===== config.mk =====
export PLATFORM = sky130hd
export DESIGN_NAME = mrc_ctrl
export DESIGN_NICKNAME = d
export VERILOG_FILES = /design/src/logic/mrc_pkg.sv /design/src/logic/mrc_ctrl.sv
export SDC_FILE = /design/constraint.sdc
export NUM_CORES = 1
export LEC_CHECK = 0
export ABC_CLOCK_PERIOD_IN_PS = 2000
export BUFFER_PORTS_ARGS = -buffer_cell sky130_fd_sc_hd__buf_2
export CORE_ASPECT_RATIO = 1.75
export CORE_MARGIN = 4
export CORE_UTILIZATION = 45
export DETAILED_ROUTE_END_ITERATION = 8
export PLACE_DENSITY = 0.87
export SLEW_MARGIN = 10
export SYNTH_ARGS = -nofsm -noshare
export SYNTH_HDL_FRONTEND = slang
export SYNTH_SLANG_ARGS = --single-unit
export TNS_END_PERCENT = 10

===== constraint.sdc =====
create_clock -name hclk -period 2 [get_ports hclk]
set_input_delay 0.4 -clock hclk [delete_from_list [all_inputs] [get_ports hclk]]
set_output_delay 0.4 -clock hclk [all_outputs]
set_load 0.005 [all_outputs]

===== src/logic/mrc_pkg.sv =====
// constants of the mode and reset control block
// Contract
// - a zero to one change of the start bit begins the connection memory block fill; the code does so only with the block programming enable set.
// - the fill takes a number of frames, then the device clears the start bit.
// - completion is reported by the start bit returning low after the fill.
// - clearing the start bit or the block programming enable while filling aborts the fill.
// - switch soft reset bit 1 high holds the switching blocks in reset.
// - pll soft reset bit 0 high holds the clock recovery block in reset.
// - with the upper bidirectional bit set, inputs of streams 16 to 31 are forced low.
package mrc_pkg;
    localparam logic [3:0] MRC_IDX_MODE = 4'h1;
    localparam logic [3:0] MRC_IDX_OUTEN = 4'h3;
    localparam logic [3:0] MRC_IDX_SRST = 4'h4;
    localparam logic [3:0] MRC_IDX_CTRL = 4'h5;
    localparam logic [3:0] MRC_IDX_STAT = 4'h6;
    localparam logic [15:0] MRC_MODE_RST = 16'h0000;
    localparam logic [15:0] MRC_OUTEN_RST = 16'h0000;
    localparam logic [15:0] MRC_SRST_RST = 16'h0000;
    localparam logic [15:0] MRC_CTRL_RST = 16'h0000;
    localparam logic [15:0] MRC_MODE_MASK = 16'h01FF;
    localparam logic [15:0] MRC_OUTEN_MASK = 16'h01FF;
    localparam logic [15:0] MRC_SRST_MASK = 16'h0003;
    localparam int MRC_B_START = 0;
    localparam int MRC_B_PAT = 1;
    localparam int MRC_B_TXERR = 4;
    localparam int MRC_B_RXERR = 5;
    localparam int MRC_B_BIDL = 6;
    localparam int MRC_B_BIDH = 7;
    localparam int MRC_B_PDEN = 8;
    localparam int MRC_B_PLLRST = 0;
    localparam int MRC_B_SWRST = 1;
    localparam int MRC_B_BPEN = 0;
    localparam int MRC_CM_AW = 11;
    localparam int MRC_CM_DW = 16;
    localparam logic [10:0] MRC_CM_LAST = 11'h7FF;
    localparam int MRC_FRAME_NS = 125000;
    localparam int MRC_CLK_NS = 5;
    localparam int MRC_FRAME_CYC = MRC_FRAME_NS / MRC_CLK_NS;
    localparam logic [2:0] MRC_FILL_FRAMES = 3'h2;
    localparam logic [1:0] MRC_HTRANS_NONSEQ = 2'h2;
    typedef enum logic [1:0] {MRC_IDLE = 2'b00, MRC_FILL = 2'b01, MRC_WAIT = 2'b11} mrc_state_t;
endpackage


===== src/logic/mrc_ctrl.sv =====
// mode, soft reset and block fill registers behind an ahb-lite slave
//
// The implementer's own choice: the AHB-Lite interface to the registers.
`timescale 1ns/1ps
`default_nettype none
module mrc_ctrl
    import mrc_pkg::*;
#(
    parameter int FRAME_CYC = MRC_FRAME_CYC
)(
    input wire logic hclk,
    input wire logic hresetn,
    input wire logic hsel,
    input wire logic [31:0] haddr,
    input wire logic [1:0] htrans,
    input wire logic hwrite,
    input wire logic [2:0] hsize,
    input wire logic [31:0] hwdata,
    input wire logic hready,
    output logic [31:0] hrdata,
    output logic hreadyout,
    output logic hresp,
    input wire logic [31:0] stream_in_pins,
    output logic [31:0] stream_in,
    output logic switch_soft_reset,
    output logic pll_soft_reset,
    output logic [31:0] error_test_rx_enable,
    output logic [31:0] error_test_tx_enable,
    input wire logic [31:0] rx_stream_err_en,
    input wire logic [31:0] tx_stream_err_en,
    output logic bidir_upper_streams,
    output logic bidir_lower_streams,
    output logic stream_pulldown_enable,
    output logic [8:0] clock_pulse_output_enables,
    output logic cm_we,
    output logic [MRC_CM_AW-1:0] cm_addr,
    output logic [MRC_CM_DW-1:0] cm_wdata
);
    typedef struct packed {
        logic [15:0] mode;
        logic [15:0] outen;
        logic [15:0] srst;
        logic [15:0] ctrl;
        mrc_state_t st;
        logic [MRC_CM_AW-1:0] addr;
        logic we;
        logic [17:0] fcnt;
        logic [2:0] frames;
        logic wr;
        logic [3:0] idx;
        logic [31:0] rdata;
        logic [31:0] s1;
        logic [31:0] s2;
        logic [31:0] s3;
        logic [31:0] sf;
    } mrc_regs_t;

    mrc_regs_t r_q;
    mrc_regs_t r_d;
    logic take;
    logic [15:0] wv;
    logic [15:0] new_mode;
    logic abort;
    logic frame_tick;

    assign take = hsel && hready && (htrans == MRC_HTRANS_NONSEQ);
    assign wv = hwdata[15:0];
    assign frame_tick = (r_q.fcnt == 18'(FRAME_CYC - 1));

    always_comb
    begin
        r_d = r_q;
        r_d.we = 1'b0;
        new_mode = r_q.mode;
        abort = 1'b0;
        r_d.s1 = stream_in_pins;
        r_d.s2 = r_q.s1;
        r_d.s3 = r_q.s2;
        // a pin bit moves only once the second and third stages agree
        r_d.sf = (r_q.s3 & ~(r_q.s2 ^ r_q.s3)) | (r_q.sf & (r_q.s2 ^ r_q.s3));
        // bus data phase
        if (r_q.wr)
        begin
            unique case (r_q.idx)
                MRC_IDX_MODE: new_mode = wv & MRC_MODE_MASK;
                MRC_IDX_OUTEN: r_d.outen = wv & MRC_OUTEN_MASK;
                MRC_IDX_SRST: r_d.srst = wv & MRC_SRST_MASK;
                MRC_IDX_CTRL: r_d.ctrl = {15'h0000, wv[MRC_B_BPEN]};
                default: ;
            endcase
        end
        if (r_q.st != MRC_IDLE)
        begin
            abort = !new_mode[MRC_B_START] || !r_d.ctrl[MRC_B_BPEN];
        end
        r_d.mode = new_mode;
        unique case (r_q.st)
            MRC_IDLE:
            begin
                if (!r_q.mode[MRC_B_START] && new_mode[MRC_B_START]
                    && r_d.ctrl[MRC_B_BPEN])
                begin
                    r_d.st = MRC_FILL;
                    r_d.addr = '0;
                end
                else if (!r_d.ctrl[MRC_B_BPEN])
                begin
                    r_d.mode[MRC_B_START] = 1'b0;
                end
            end
            MRC_FILL:
            begin
                if (abort)
                begin
                    r_d.st = MRC_IDLE;
                    r_d.mode[MRC_B_START] = 1'b0;
                end
                else
                begin
                    r_d.we = 1'b1;
                    r_d.addr = r_q.addr + 11'h001;
                    if (r_q.addr == MRC_CM_LAST)
                    begin
                        r_d.st = MRC_WAIT;
                        r_d.frames = '0;
                    end
                end
            end
            MRC_WAIT:
            begin
                if (abort)
                begin
                    r_d.st = MRC_IDLE;
                    r_d.mode[MRC_B_START] = 1'b0;
                end
                else if (frame_tick)
                begin
                    r_d.frames = r_q.frames + 3'h1;
                    if (r_q.frames == MRC_FILL_FRAMES - 3'h1)
                    begin
                        r_d.st = MRC_IDLE;
                        r_d.mode[MRC_B_START] = 1'b0;
                    end
                end
            end
            default: r_d.st = MRC_IDLE;
        endcase
        r_d.fcnt = frame_tick ? 18'h00000 : r_q.fcnt + 18'h00001;
        r_d.wr = take && hwrite;
        r_d.idx = haddr[5:2];
        if (take && !hwrite)
        begin
            unique case (haddr[5:2])
                MRC_IDX_MODE: r_d.rdata = {16'h0000, r_d.mode};
                MRC_IDX_OUTEN: r_d.rdata = {16'h0000, r_d.outen};
                MRC_IDX_SRST: r_d.rdata = {16'h0000, r_d.srst};
                MRC_IDX_CTRL: r_d.rdata = {16'h0000, r_d.ctrl};
                MRC_IDX_STAT: r_d.rdata = {30'h00000000, r_q.st};
                default: r_d.rdata = 32'h00000000;
            endcase
        end
    end

    always_ff @(posedge hclk or negedge hresetn)
    begin
        if (!hresetn)
        begin
            r_q <= '0;
        end
        else
        begin
            r_q <= r_d;
        end
    end

    assign hrdata = r_q.rdata;
    assign hreadyout = 1'b1;
    assign hresp = 1'b0;
    assign switch_soft_reset = r_q.srst[MRC_B_SWRST];
    assign pll_soft_reset = r_q.srst[MRC_B_PLLRST];
    assign error_test_rx_enable = rx_stream_err_en & {32{r_q.mode[MRC_B_RXERR]}};
    assign error_test_tx_enable = tx_stream_err_en & {32{r_q.mode[MRC_B_TXERR]}};
    assign bidir_upper_streams = r_q.mode[MRC_B_BIDH];
    assign bidir_lower_streams = r_q.mode[MRC_B_BIDL];
    assign stream_pulldown_enable = r_q.mode[MRC_B_PDEN];
    assign clock_pulse_output_enables = r_q.outen[8:0];
    assign stream_in[31:16] = r_q.mode[MRC_B_BIDH] ? 16'h0000 : r_q.sf[31:16];
    assign stream_in[15:0] = r_q.mode[MRC_B_BIDL] ? 16'h0000 : r_q.sf[15:0];
    assign cm_we = r_q.we;
    assign cm_addr = r_q.addr - 11'h001;
    assign cm_wdata = {13'h0000, r_q.mode[3:1]};
endmodule // mrc_ctrl
`default_nettype wire


==> impl_metrics.json <==
{
  "worst_slew_pin_slew_ps": 996,
  "fmax_mhz": 434,
  "ys_types": 61,
  "instances_no_fill": 1419,
  "grt_max_degree": 59,
  "multiInputGateArea_sq_mm": 0.00344,
  "grt_pass1_wl_um": 39600,
  "setup_ws_ps": -306,
  "cts_buffers": 23,
  "synth.avg_cell_area_sq_um": 12.5,
  "crit_type": "register to output pin",
  "violations": "setup timing",
  "vias": 7185,
  "seqCellArea_sq_mm": 0.00622,
  "die_area_sq_mm": 0.0249,
  "skew_ps": 15.5,
  "synth-async-reset-ratio_pct": 100,
  "fin_nets": 1281,
  "cp-start-kind": "register",
  "ys_ff_latch": 248,
  "dp_hpwl_um": 18800,
  "relSlewSlack_pct": 33.4,
  "r2r_slack_ps": 50,
  "start_util_pct": 45.5,
  "synthCells": 802,
  "yosys_warnings": 0,
  "clk_pin_slew_ps": 60,
  "period_needed_ps": 2310,
  "ys.flop_type": "dfrtp_1",
  "reg2reg_from": "r_q[163]$_DFF_PN0_",
  "wl_per_cell_um": 18.5,
  "ios": 342,
  "grt.overflow.total": 0,
  "yosysSeqAreaShare_pct": 61.7,
  "max_cap_viol_count": 0,
  "holdPathEnd": "r_d[89]$_DFF_PN0_",
  "dp.cells": 1337,
  "grtUsageTotal_pct": 20.1,
  "final_common_cell": "buf_2",
  "antenna_found_initial": 2,
  "syn-cell-area_sq_mm": 0.0101,
  "rsz0062_at_grt": "yes",
  "core_area_sq_mm": 0.0221,
  "cp.required_ps": 1600,
  "routed_via_density": 5.06,
  "dpl_cell_area_sq_mm": 0.0117,
  "hold_path.class": "input port to register",
  "end_kind": "output pin",
  "critPathArrivalTime_ps": 1910,
  "cts_tree": "yes",
  "reg2regPathDepth": 6,
  "timing.final.crit_share_pct": 115,
  "critical_path_peak_fanout": 2,
  "ant_nets": 0,
  "setup_viol": 6,
  "synth_edf_count": 0,
  "fillers": 1731,
  "gp_congestion": 0.848,
  "clkLatencyLatePin_ps": 500,
  "hold_viol_final": 0,
  "layout_common_cells": "buf_2 (255), dfrtp_1 (240), and2_1 (101), nor2b_1 (44), buf_4 (44)",
  "area_delta_synth_final_pct": 29.0,
  "worstHoldPathCells": 1,
  "drive_gt1_share_pct": 34.8,
  "cts_max_level": 1,
  "rr_endpoint": "hrdata[2]$_DFFE_PN0P_",
  "vdd_drop_max_mv": 0.714,
  "drv_slew": 0,
  "cellLeakagePower_uw": 0.00651,
  "drc": 0,
  "clock-sinks": 248,
  "min_from": "stream_in_pins[25]",
  "die_x_um": 121,
  "power_density_mw_per_mm2": 834,
  "routed_wirelength_um": 26200,
  "first_pass_iters": 5,
  "rows": 72,
  "clockBufferDepth": 3,
  "first_global_vias": 7262,
  "outcome": "complete, but fails checks",
  "portBuffers": 256,
  "stdcell_area_sq_mm": 0.0130,
  "drtIter0Drc": 462,
  "fp.dieH_um": 206,
  "root_buffer": "clkbuf_16"
}
-- timing repair --
action                                  in CTS  in global routing
setup buffers                                9                  0
endpoints found under the setup margin      41                 28
hold buffers                                30                  1
hold endpoints to repair                    74                  1
pin swaps                                    4                  8
gates cloned                                 0                  0
resized for setup                           17                 10
-- per-stage QoR --
step / setup TNS (ps) / worst slack [ps] / power (uW) / utilization [%] / hold WS, ps
floorplan: 0 / 77.6 / 5740 / - / 104
global placement: 0 / 29.1 / 6130 / 52.9 / 332
detailed placement: 0 / 1.10 / 6160 / 52.9 / 335
CTS: -1010 / -228 / 10900 / 58.5 / 1.38
global route: -1910 / -404 / 11200 / 58.7 / 7.99
finish: -1020 / -306 / 10800 / 58.7 / 27.9
-- metal layers --
layer | up-vias | wire length (um) | track usage, %
li1 | 3268 | - | -
met1 | 3589 | 10700 | 26.4
met2 | 289 | 12700 | 32.6
met3 | 37 | 2310 | 6.71
met4 | 2 | 506 | 4.70
met5 | - | 13 | 0
-- cell families (layout without fill, tap and decap cells) --
group | count (synthesis) | in the layout | synth area share [%]
xor+xnor | 24 | 24 | 2.09
other cells | 2 | 32 | 0.0747
simple gates | 270 | 270 | 16.3
compound gates | 92 | 92 | 6.78
flops | 248 | 248 | 61.7
fa+ha+maj | 37 | 37 | 3.81
buf+inv | 102 | 393 | 6.16
mux | 27 | 27 | 3.02
-- worst max-delay path by stage --
stage / from / endpoint / slack [ps]
floorplan: r_q[163]$_DFF_PN0_ / hrdata[8]$_DFFE_PN0P_ / 80
global placement: haddr[3] / hrdata[7]$_DFFE_PN0P_ / 30
detailed placement: haddr[3] / hrdata[2]$_DFFE_PN0P_ / 1
CTS: r_q[195]$_DFFE_PN0P_ / cm_addr[10] / -230
global route: r_q[190]$_DFFE_PN0P_ / cm_addr[10] / -400
finish: r_q[195]$_DFFE_PN0P_ / cm_addr[10] / -310
-- worst max-delay path, stage by stage (launching register included) --
cell,delay [ps]
dfrtp_2,410
or4_1,520
nor2_1,170
xnor2_1,160
buf_2,150
-- final cells by class --
cell class	instances	area share (%)
timing repair buffer	338	16.0
multi-input combinational	481	26.5
clock inverter	12	1.51
inverter	14	0.405
tap	296	2.86
sequential	248	48.0
clock buffer	29	4.77
antenna	1	0.0193
-- cell usage after synthesis, types with 8 or more instances --
master	instances	area [sq um]
nand3_1	19	95.1
a22o_1	14	123
nand2_1	26	97.6
nor2_1	20	75.1
maj3_1	32	320
a221o_1	8	80.1
a21oi_1	19	95.1
mux2_2	12	135
inv_1	14	52.6
xnor2_1	12	105
and2_1	102	638
xor2_1	12	105
nand4_1	8	50.1
nor2b_1	44	275
clkbuf_1	21	78.8
nor3_1	11	55.1
buf_4	61	458
dfrtp_1	248	6210
a22oi_1	8	60.1
-- where the power goes --
| group | switching, uW | leakage [uW] | internal, uW |
|---|---|---|---|
| combinational | 398 | 0.00303 | 394 |
| sequential | 123 | 0.00308 | 5220 |
| clock | 1830 | 0.000398 | 2850 |
No activity file was read; power rests on OpenSTA's default activity.
